## src/inc/ricd_cfg.svh

```systemverilog
// constants for the remote input command decoder
// assumes inclusion by bare name from inc/
`ifndef RICD_CFG_SVH
`define RICD_CFG_SVH
`define RICD_WORD_W      16
`define RICD_TABLE_W     5
`define RICD_RESP_NORMAL 16'h0000
`define RICD_RESP_ERROR  16'h0001
`define RICD_TABLE_MAX   5'h1F
`define RICD_SPEED_MAX   16'h7FFF
`define RICD_REFRESH_DIV 32'h10
`define RICD_REG_CTRL    8'h00
`define RICD_REG_STATUS  8'h04
`define RICD_REG_IRQ_ST  8'h08
`define RICD_REG_IRQ_MSK 8'h0C
`define RICD_REG_POS_LO  8'h10
`define RICD_REG_POS_HI  8'h14
`define RICD_REG_SPEED   8'h18
`define RICD_REG_TABLE   8'h1C
`define RICD_REG_RESP    8'h20
`define RICD_IRQ_POS     0
`define RICD_IRQ_SPD     1
`define RICD_IRQ_ERR     2
`endif

```

## src/inc/ricd_pkg.sv

```systemverilog
// types for the remote input command decoder
// assumes ricd_cfg.svh is on the include path
`include "ricd_cfg.svh"
package ricd_pkg;
  typedef logic [`RICD_WORD_W-1:0]  ricd_word_t;
  typedef logic [`RICD_TABLE_W-1:0] ricd_table_t;
  typedef enum logic [1:0] {
    RICD_TL_SPLIT    = 2'h0,
    RICD_TL_INTERNAL = 2'h1
  } ricd_tlim_t;
endpackage

```

## src/inc/ricd_if.sv

```systemverilog
// link between fieldbus master end and servo command decoder end
// assumes both ends share clk; one sample per refresh strobe
`timescale 1ns/10ps
interface ricd_if;
  logic                 refresh;
  logic                 pos_demand;
  logic                 spd_demand;
  logic                 torque_limit_select_bit;
  logic                 proportional_control_bit;
  logic                 gain_switch_bit;
  logic                 command_source_select_bit;
  logic                 abs_incr_select_bit;
  ricd_pkg::ricd_table_t table_select;
  ricd_pkg::ricd_word_t  cmd_word_4;
  ricd_pkg::ricd_word_t  cmd_word_5;
  ricd_pkg::ricd_word_t  cmd_word_6;
  ricd_pkg::ricd_word_t  response_code_word;
  logic                 pos_ack;
  logic                 spd_ack;
  logic                 movement_complete_status;
  modport master (
    output refresh, pos_demand, spd_demand, torque_limit_select_bit,
           proportional_control_bit, gain_switch_bit, command_source_select_bit,
           abs_incr_select_bit, table_select, cmd_word_4, cmd_word_5, cmd_word_6,
    input  response_code_word, pos_ack, spd_ack, movement_complete_status
  );
  modport device (
    input  refresh, pos_demand, spd_demand, torque_limit_select_bit,
           proportional_control_bit, gain_switch_bit, command_source_select_bit,
           abs_incr_select_bit, table_select, cmd_word_4, cmd_word_5, cmd_word_6,
    output response_code_word, pos_ack, spd_ack, movement_complete_status
  );
endinterface

```

## src/core/ricd_device.sv

```systemverilog
// servo side: decodes cyclic remote bits and words into command actions
// assumes master updates link signals and pulses refresh once per link cycle
// Functional notes
// - position demand rise latches words 4,5, answers
// - speed demand rise latches word 6, answers
// - torque select picks split or internal limit
// - proportional bit drops integral term
// - master sets proportional when shaft locked
// - master adds torque select for long lock
// - gain switch bit selects alternate gain set
// - master disables auto tuning for gain switch
// - source bit off uses table select bits
// - source bit on uses command words
// - configuration selects register sourcing beforehand
// - abs/incr bit only valid register+absolute mode
`timescale 1ns/10ps
`include "ricd_cfg.svh"
module ricd_device #(
  parameter int WORD_W = `RICD_WORD_W
) (
  input  wire logic          clk,
  input  wire logic          nrst,
  ricd_if.device             lnk,
  input  wire logic          abs_cmd_mode,
  input  wire logic          move_done,
  output logic               tlim_internal,
  output logic               speed_p_only,
  output logic               alt_gain_sel,
  output logic               pos_incremental,
  output logic               cmd_from_regs,
  output logic [31:0]        pos_cmd,
  output logic [WORD_W-1:0]  speed_cmd,
  output logic [4:0]         table_cmd,
  output logic               pos_strobe,
  output logic               spd_strobe
);
  // a level that rises and falls between two samples is never seen: the
  // master has to hold each demand for at least one full link cycle
  typedef struct packed {
    // previous link samples of the demands
    logic              pos_d;
    logic              spd_d;

    // level selections handed to the servo loops
    logic              tlim;
    logic              ponly;
    logic              gain;
    logic              src;
    logic              incr;

    // handshake back to the master and take strobes
    logic              pos_ack;
    logic              spd_ack;
    logic              pos_stb;
    logic              spd_stb;
    logic              mdone;

    // latched command data and the answer code
    logic [31:0]       pos;
    logic [WORD_W-1:0] spd;
    logic [4:0]        tbl;
    logic [WORD_W-1:0] resp;
  } ricd_dev_st_t;

  ricd_dev_st_t st_ff;
  ricd_dev_st_t nxt_st;

  // table number must lie within the table; speed must be non-negative
  function automatic logic tbl_bad(input logic [WORD_W-1:0] w);
    tbl_bad = (w > WORD_W'(`RICD_TABLE_MAX));
  endfunction

  // a demand counts only on a low-to-high step between two link samples
  function automatic logic demand_rose(
    input logic now_smp,
    input logic prev_smp
  );
    demand_rose = now_smp & ~prev_smp;
  endfunction

  // increments only mean something with register sourcing in absolute mode
  function automatic logic incr_in_force(
    input logic from_regs,
    input logic abs_mode,
    input logic incr_sel
  );
    incr_in_force = from_regs & abs_mode & incr_sel;
  endfunction

  // every position value or table number is accepted as latched
  function automatic logic [WORD_W-1:0] pos_answer();
    pos_answer = WORD_W'(`RICD_RESP_NORMAL);
  endfunction

  // a negative speed word or an out-of-table number is refused; every
  // table number fits today, but a smaller table only needs a new maximum
  function automatic logic [WORD_W-1:0] spd_answer(
    input logic              from_regs,
    input logic [WORD_W-1:0] speed_word,
    input logic [4:0]        tbl_num
  );
    logic bad;
    if (from_regs) begin
      bad = (speed_word > WORD_W'(`RICD_SPEED_MAX));
    end else begin
      bad = tbl_bad(WORD_W'(tbl_num));
    end
    if (bad) begin
      spd_answer = WORD_W'(`RICD_RESP_ERROR);
    end else begin
      spd_answer = WORD_W'(`RICD_RESP_NORMAL);
    end
  endfunction

  logic pos_rise;
  logic spd_rise;
  logic src_now;

  // rise detection sits outside the state update so the priority between
  // the two demands is visible in one place
  assign src_now  = lnk.command_source_select_bit;
  assign pos_rise = lnk.refresh & demand_rose(lnk.pos_demand, st_ff.pos_d);
  // position wins a same-sample rise; speed is only taken on its own next rise
  assign spd_rise = lnk.refresh & demand_rose(lnk.spd_demand, st_ff.spd_d) & ~pos_rise;

  always_comb begin
    nxt_st         = st_ff;
    nxt_st.pos_stb = 1'b0;
    nxt_st.spd_stb = 1'b0;
    nxt_st.mdone   = move_done;

    // levels are taken once per link cycle and held in between
    if (lnk.refresh) begin
      nxt_st.pos_d = lnk.pos_demand;
      nxt_st.spd_d = lnk.spd_demand;
      nxt_st.tlim  = lnk.torque_limit_select_bit;
      nxt_st.ponly = lnk.proportional_control_bit;
      nxt_st.gain  = lnk.gain_switch_bit;
      nxt_st.src   = src_now;
      nxt_st.incr  = incr_in_force(src_now, abs_cmd_mode, lnk.abs_incr_select_bit);
    end

    // an acknowledge falls at the first sample that sees its demand low
    if (lnk.refresh && !lnk.pos_demand) begin
      nxt_st.pos_ack = 1'b0;
    end
    if (lnk.refresh && !lnk.spd_demand) begin
      nxt_st.spd_ack = 1'b0;
    end

    // answer and acknowledge change together, so the master never sees
    // an acknowledge beside a stale answer
    if (pos_rise) begin
      nxt_st.pos_stb = 1'b1;
      nxt_st.pos_ack = 1'b1;
      nxt_st.resp    = pos_answer();
      if (src_now) begin
        nxt_st.pos = {lnk.cmd_word_5, lnk.cmd_word_4};
      end else begin
        nxt_st.tbl = lnk.table_select;
      end
    end

    // speed demand: same shape, the answer depends on the source
    if (spd_rise) begin
      nxt_st.spd_stb = 1'b1;
      nxt_st.spd_ack = 1'b1;
      nxt_st.resp    = spd_answer(src_now, lnk.cmd_word_6, lnk.table_select);
      if (src_now) begin
        nxt_st.spd = lnk.cmd_word_6;
      end else begin
        nxt_st.tbl = lnk.table_select;
      end
    end
  end

  always_ff @(posedge clk or negedge nrst) begin
    if (!nrst) begin
      st_ff <= '0;
    end else begin
      st_ff <= nxt_st;
    end
  end

  // servo loop selections, held between link samples
  assign tlim_internal   = st_ff.tlim;
  assign speed_p_only    = st_ff.ponly;
  assign alt_gain_sel    = st_ff.gain;
  assign pos_incremental = st_ff.incr;
  assign cmd_from_regs   = st_ff.src;

  // latched command data and one-cycle take strobes
  assign pos_cmd         = st_ff.pos;
  assign speed_cmd       = st_ff.spd;
  assign table_cmd       = st_ff.tbl;
  assign pos_strobe      = st_ff.pos_stb;
  assign spd_strobe      = st_ff.spd_stb;

  // link answers back to the master
  assign lnk.response_code_word       = st_ff.resp;
  assign lnk.pos_ack                  = st_ff.pos_ack;
  assign lnk.spd_ack                  = st_ff.spd_ack;
  // movement completion goes back through one register like every link output
  assign lnk.movement_complete_status = st_ff.mdone;
endmodule // ricd_device

```

## src/flat_wrapper.sv

```systemverilog
// flat-port wrapper written by rule: the top's interface ports become plain ports
module ricd_device_flat 
#(
  parameter int WORD_W = `RICD_WORD_W
)
  (clk, nrst, abs_cmd_mode, move_done, tlim_internal, speed_p_only, alt_gain_sel, pos_incremental, cmd_from_regs, pos_cmd, speed_cmd, table_cmd, pos_strobe, spd_strobe, lnk_refresh, lnk_pos_demand, lnk_spd_demand, lnk_torque_limit_select_bit, lnk_proportional_control_bit, lnk_gain_switch_bit, lnk_command_source_select_bit, lnk_abs_incr_select_bit, lnk_table_select, lnk_cmd_word_4, lnk_cmd_word_5, lnk_cmd_word_6, lnk_response_code_word, lnk_pos_ack, lnk_spd_ack, lnk_movement_complete_status);
  ricd_if lnk_i ();
  input  wire logic clk;
  input  wire logic nrst;
  input  wire logic abs_cmd_mode;
  input  wire logic move_done;
  output logic tlim_internal;
  output logic speed_p_only;
  output logic alt_gain_sel;
  output logic pos_incremental;
  output logic cmd_from_regs;
  output logic [31:0] pos_cmd;
  output logic [WORD_W-1:0] speed_cmd;
  output logic [4:0] table_cmd;
  output logic pos_strobe;
  output logic spd_strobe;
  input wire logic [$bits(lnk_i.refresh)-1:0] lnk_refresh;
  input wire logic [$bits(lnk_i.pos_demand)-1:0] lnk_pos_demand;
  input wire logic [$bits(lnk_i.spd_demand)-1:0] lnk_spd_demand;
  input wire logic [$bits(lnk_i.torque_limit_select_bit)-1:0] lnk_torque_limit_select_bit;
  input wire logic [$bits(lnk_i.proportional_control_bit)-1:0] lnk_proportional_control_bit;
  input wire logic [$bits(lnk_i.gain_switch_bit)-1:0] lnk_gain_switch_bit;
  input wire logic [$bits(lnk_i.command_source_select_bit)-1:0] lnk_command_source_select_bit;
  input wire logic [$bits(lnk_i.abs_incr_select_bit)-1:0] lnk_abs_incr_select_bit;
  input wire logic [$bits(lnk_i.table_select)-1:0] lnk_table_select;
  input wire logic [$bits(lnk_i.cmd_word_4)-1:0] lnk_cmd_word_4;
  input wire logic [$bits(lnk_i.cmd_word_5)-1:0] lnk_cmd_word_5;
  input wire logic [$bits(lnk_i.cmd_word_6)-1:0] lnk_cmd_word_6;
  output wire logic [$bits(lnk_i.response_code_word)-1:0] lnk_response_code_word;
  output wire logic [$bits(lnk_i.pos_ack)-1:0] lnk_pos_ack;
  output wire logic [$bits(lnk_i.spd_ack)-1:0] lnk_spd_ack;
  output wire logic [$bits(lnk_i.movement_complete_status)-1:0] lnk_movement_complete_status;
  assign lnk_i.refresh = lnk_refresh;
  assign lnk_i.pos_demand = lnk_pos_demand;
  assign lnk_i.spd_demand = lnk_spd_demand;
  assign lnk_i.torque_limit_select_bit = lnk_torque_limit_select_bit;
  assign lnk_i.proportional_control_bit = lnk_proportional_control_bit;
  assign lnk_i.gain_switch_bit = lnk_gain_switch_bit;
  assign lnk_i.command_source_select_bit = lnk_command_source_select_bit;
  assign lnk_i.abs_incr_select_bit = lnk_abs_incr_select_bit;
  assign lnk_i.table_select = lnk_table_select;
  assign lnk_i.cmd_word_4 = lnk_cmd_word_4;
  assign lnk_i.cmd_word_5 = lnk_cmd_word_5;
  assign lnk_i.cmd_word_6 = lnk_cmd_word_6;
  assign lnk_response_code_word = lnk_i.response_code_word;
  assign lnk_pos_ack = lnk_i.pos_ack;
  assign lnk_spd_ack = lnk_i.spd_ack;
  assign lnk_movement_complete_status = lnk_i.movement_complete_status;
  ricd_device #(.WORD_W(WORD_W)) u_core (.clk(clk), .nrst(nrst), .lnk(lnk_i), .abs_cmd_mode(abs_cmd_mode), .move_done(move_done), .tlim_internal(tlim_internal), .speed_p_only(speed_p_only), .alt_gain_sel(alt_gain_sel), .pos_incremental(pos_incremental), .cmd_from_regs(cmd_from_regs), .pos_cmd(pos_cmd), .speed_cmd(speed_cmd), .table_cmd(table_cmd), .pos_strobe(pos_strobe), .spd_strobe(spd_strobe));
endmodule
```

## config.mk

```make
export PLATFORM = sky130hd
export DESIGN_NAME = ricd_device_flat
export DESIGN_NICKNAME = d
export VERILOG_FILES = /design/src/inc/ricd_pkg.sv /design/src/inc/ricd_if.sv /design/src/core/ricd_device.sv /design/src/flat_wrapper.sv
export VERILOG_INCLUDE_DIRS = /design/src /design/src/inc
export SDC_FILE = /design/constraint.sdc
export NUM_CORES = 1
export LEC_CHECK = 0
export ABC_AREA = 1
export BUFFER_PORTS_ARGS = -buffer_cell sky130_fd_sc_hd__buf_2
export CORE_ASPECT_RATIO = 1.2
export CORE_MARGIN = 3
export CORE_UTILIZATION = 44
export CTS_CLUSTER_SIZE = 14
export DETAILED_ROUTE_END_ITERATION = 8
export PLACE_DENSITY = 0.8
export SLEW_MARGIN = 20
export SYNTH_ARGS = -nofsm -noshare
export SYNTH_HDL_FRONTEND = slang
export SYNTH_SLANG_ARGS = --single-unit
```

## constraint.sdc

```tcl
create_clock -name clk -period 2.3 [get_ports clk]
set_input_delay 0.23 -clock clk [delete_from_list [all_inputs] [get_ports clk]]
set_output_delay 0.23 -clock clk [all_outputs]
set_load 0.05 [all_outputs]
```

# Word-level counts from Yosys, hierarchy flattened
# Cells that the tools add are included.
[op_classes]
order_cmp = 1
n_mux = 13
bitwise_logic = 10
n_reduce_logical = 9
[ops]
columns = ["operator", "count"]
rows = [
  ["21-bit 2-to-1 mux", 2],
  ["16-bit by 15-bit > comparator with 1-bit output (second input constant)", 1],
  ["5-bit 2-to-1 mux", 2],
  ["1-bit 2-to-1 mux", 9],
  ["1-bit bitwise AND", 7],
  ["2-bit nonzero test", 3],
  ["2-bit AND reduction", 2],
  ["1-bit NOT", 3],
  ["1-bit logical AND", 2],
  ["1-bit logical NOT", 2],
]
[word_totals]
regBits = 81
input_bits = 65
elab_cells = 49

# Depth between registers and ports, before layout
[depth]
depth_word = 8
ltp_mapped = 7
depth_no_buf = 5

# Least setup slack after synthesis
# OpenSTA, ideal clock, no wires.
[synth_path]
path_type = "reg-to-reg"
startpoint = "register u_core.st_ff[80] in the netlist's numbering"
endpoint = "register u_core.st_ff (netlist bit u_core.speed_cmd[10])"
setup_ps = 117
arrival_ps = 923
t_required_ps = 2183
slack_ps = 1259
path_stages_with_launch = 6
path_buffers = 1
path_cell_list = "dfrtp_1 > inv_1 > nand3_2 > buf_2 > nand4_1 > nand2_1"
[synth_via]
elab_chain_cells = 6
[synth_lines]
columns = ["item", "line", "text"]
rows = [
  ["start: declaration", "ricd_device.sv:65", "ricd_dev_st_t st_ff;"],
  ["start signal: assignment", "ricd_device.sv:181", "st_ff <= nxt_st;"],
  ["1-bit NOT", "ricd_device.sv:78", "demand_rose = now_smp & ~prev_smp;"],
  ["1-bit bitwise AND", "ricd_device.sv:78", ""],
  ["1-bit bitwise AND", "ricd_device.sv:122", "assign pos_rise = lnk.refresh & demand_rose(lnk.pos_demand, st_ff.pos_d);"],
  ["1-bit NOT", "ricd_device.sv:124", "assign spd_rise = lnk.refresh & demand_rose(lnk.spd_demand, st_ff.spd_d) & ~pos_rise;"],
  ["1-bit bitwise AND", "ricd_device.sv:124", ""],
  ["2-bit AND reduction (no source line)", "--", ""],
]
# Every way passes these cells.
# A chain may end at the register's enable or synchronous reset.

# Final worst setup path
[layout_path]
startpoint = "register u_core.st_ff[80] in the netlist's numbering"
endpoint = "register u_core.st_ff (netlist bit u_core.table_cmd[4])"
[layout_via]
elab_chain_cells = 6
elab_cells_between_ends = 8
[layout_lines]
columns = ["item", "line", "text"]
rows = [
  ["1-bit NOT (*)", "ricd_device.sv:78", ""],
  ["1-bit bitwise AND (*)", "ricd_device.sv:78", ""],
  ["1-bit bitwise AND (*)", "ricd_device.sv:122", ""],
  ["21-bit 2-to-1 mux / 1-bit NOT (equally long branches)", "ricd_device.sv:153, ricd_device.sv:124", ""],
  ["5-bit 2-to-1 mux / 1-bit bitwise AND (equally long branches)", "ricd_device.sv:169, ricd_device.sv:124", ""],
  ["21-bit 2-to-1 mux (*)", "ricd_device.sv:165", "if (spd_rise) begin"],
]
# Every way passes the cells marked *; elsewhere a longest branch is shown, timed or not. The select of a mux whose other input is x is not followed.

==> impl_metrics.json <==
{
  "max_slew.worst_pin.slew_ps": 990,
  "postCtsSetupBuffers": 0,
  "die_area_um2": 8410,
  "vias_per_cell": 4.79,
  "cp_cell_sequence": "inv_1, nand3_2, nand2_1, nand3_1, nand2_1",
  "layout.nets": 500,
  "grt_pass1_wl_um": 11500,
  "rsz0062_at_grt": "no",
  "powerDensity_nw_per_um2": 1070,
  "hp-class": "in2reg",
  "io_buffers": 128,
  "die_y_um": 99.9,
  "syn_area_um2": 3230,
  "drc": 0,
  "setup_viol": 0,
  "pin_count": 144,
  "rows": 33,
  "grt_max_degree": 40,
  "clk_latency_ps": 330,
  "hold_violations": 0,
  "synth.distinct_cells": 15,
  "ctsResizeCount": 0,
  "holdWs_ps": 97.4,
  "gp_congestion": 0.798,
  "clk_path_buf_depth": 2,
  "avgSynthCellArea_um2": 8.85,
  "ys_top_cells_by_area": "dfrtp_1 (51%), buf_4 (17%), nand2_1 (15%), nand3_1 (5.9%), nand4_1 (3.1%)",
  "max_freq_mhz": 597,
  "slowest_delay_ps": 470,
  "vias": 2522,
  "yosysTopAreaCellShare": 0.511,
  "start_util": 0.463,
  "start_kind": "flip-flop",
  "cts.reportedPaths.clkPinSlew_ps": 70,
  "seq_area_frac_synth": 0.511,
  "critPathCaptureType": "flip-flop",
  "arrival_ps": 1940,
  "p_leak_nw": 2.13,
  "core_area_um2": 6980,
  "ctsRootBufferMaster": "clkbuf_8",
  "cpMostUsedCell": "nand2_1",
  "dr.pass1.iters": 4,
  "cp_max_fo": 25,
  "htreeDepth": 3,
  "die_w_um": 84.2,
  "dp_hpwl_um": 5030,
  "ir_worst_vdd_mv": 0.466,
  "areaGrowthSynthToFinish_pct": 12.7,
  "synth_cells": 365,
  "fin_crit_sh": 0.729,
  "antenna_left": 0,
  "drive_gt1_frac": 0.349,
  "outcome": "finished, final reports clean",
  "synth_top_cell_by_area": "dfrtp_1",
  "num-fill-cells": 652,
  "wirelength_um": 6940,
  "cp.buffers_inverters": 1,
  "cts.sinks": 66,
  "skew_ps": 8.81,
  "wl_per_cell_um": 13.2,
  "initialDrtViolationCount": 118,
  "worst-setup-path-type": "reg2reg",
  "holdCritStartpoint": "lnk_torque_limit_select_bit",
  "cts_tree": "built",
  "critPathTopFamily": "simple AND/OR/NAND/NOR gates",
  "antenna_found_initial": 0,
  "finalMaxSlewViolations": 0,
  "grt_overflow": 0,
  "crit_slowest_cell": "nand2_1",
  "first_global_vias": 2517,
  "tns_ps": 0,
  "slew_headroom": 0.338,
  "fin_crit_ps": 1680,
  "antenna_cells": 0,
  "synth-warning-count": 0,
  "critical_path_required_ps": 2560,
  "grt.total_usage": 0.168,
  "ys_ff_latch": 66,
  "r2r-start": "u_core.st_ff[80]",
  "drv_cap": 0,
  "crit_start": "u_core.st_ff[80]",
  "numCtsBuffers": 9
}
## cell families (layout without fill, tap and decap cells)
kind of cell,Yosys count,count (layout),share of synthesized area
buffers and inverters,97,157,0.209
other,1,15,0.00116
AOI/OAI and AO/OA,14,14,0.0217
DFF,66,66,0.511
and+or+nand+nor,187,187,0.257
## stage by stage
step / total power, mW / cells / util / instance area, um^2 / setup WS [ps]
after floorplan: 2.94 / 379 / - / 3280 / 1260
after global placement: 2.97 / 509 / 0.491 / 3430 / 614
after detailed placement: 2.99 / 509 / 0.491 / 3430 / 511
after CTS: 3.95 / 526 / 0.522 / 3640 / 629
after global routing: 4.11 / 526 / 0.522 / 3640 / 496
final: 3.90 / 526 / 0.522 / 3640 / 624
## final timing paths
check / endpoint / slack [ps] / cells past startpoint
worst min-delay path: u_core.tlim_internal / 100 / 3
min in group asynchronous: u_core.pos_cmd[7] / 480 / 2
max in group asynchronous: u_core.pos_incremental / 1170 / 3
worst min register to register: u_core.pos_cmd[15] / 460 / 2
worst max register to register: u_core.table_cmd[4] / 620 / 5
worst max-delay path: u_core.table_cmd[4] / 620 / 5
## layout by cell type (no fill, tap or decap)
master and n:
bufinv_16 1, nand3_2 1, conb_1 15, buf_4 3, nand2_2 2, dfrtp_1 66, nand4_1 16, nor2_4 2
nand3_1 38, clkbuf_8 10, clkinvlp_4 2, dlygate4sd3_1 2, buf_12 1, clkinv_2 2, o21ai_0 14, inv_1 8
nand2_1 127, nand3_4 1, buf_2 128
## metal layers
metal,vias up,share of wire,track usage
li1,1219,-,-
met4,0,0.016,0.0743
met3,9,0.085,0.0460
met2,116,0.49,0.286
met5,-,0,0
met1,1178,0.41,0.200
## sequential cells by signal (all words and copies together) (netlist names), 2 cells and up
register          cells
u_core.pos_cmd       32
u_core.speed_cmd     16
u_core.st_ff          2
u_core.table_cmd      5
## report_power, final
group	switching [mW]	leakage (nW)	internal, mW	total (mW)
Clock	0.414	0.0941	0.520	0.934
Sequential	0.120	0.829	1.38	1.50
Combinational	1.16	1.21	0.296	1.46
## what timing repair did
| action | CTS | global route |
|---|---|---|
| hold buffers | 2 | 0 |
| hold endpoints to repair | 28 | 0 |
| endpoints found under the setup margin | 0 | 0 |
## cell type report
type	count	area (um^2)	share of cell area
multi-input combinational	216	956	0.262
clock inverter	5	55.1	0.0151
sequential	66	1650	0.453
inverter	8	30.0	0.00824
clock buffer	10	138	0.0378
tap	87	109	0.0299
timing repair buffer	134	703	0.193
## worst min-delay path, delay by kind of cell
kind / cells / cell delay [ps]
and+or+nand+nor: 2 / 90
buffers and inverters: 1 / 70
## synthesized netlist by cell type
library cell  count
nor2_4            2
buf_4            72
nand3_4           1
conb_1            1
buf_2            10
nand4_1          16
o21ai_0          14
nand3_2           1
nand3_1          38
inv_1             8
dfrtp_1          66
clkbuf_1          3
nand2_1         127
nand2_2           2
buf_6             4
No activity file was read; power rests on OpenSTA's default activity.
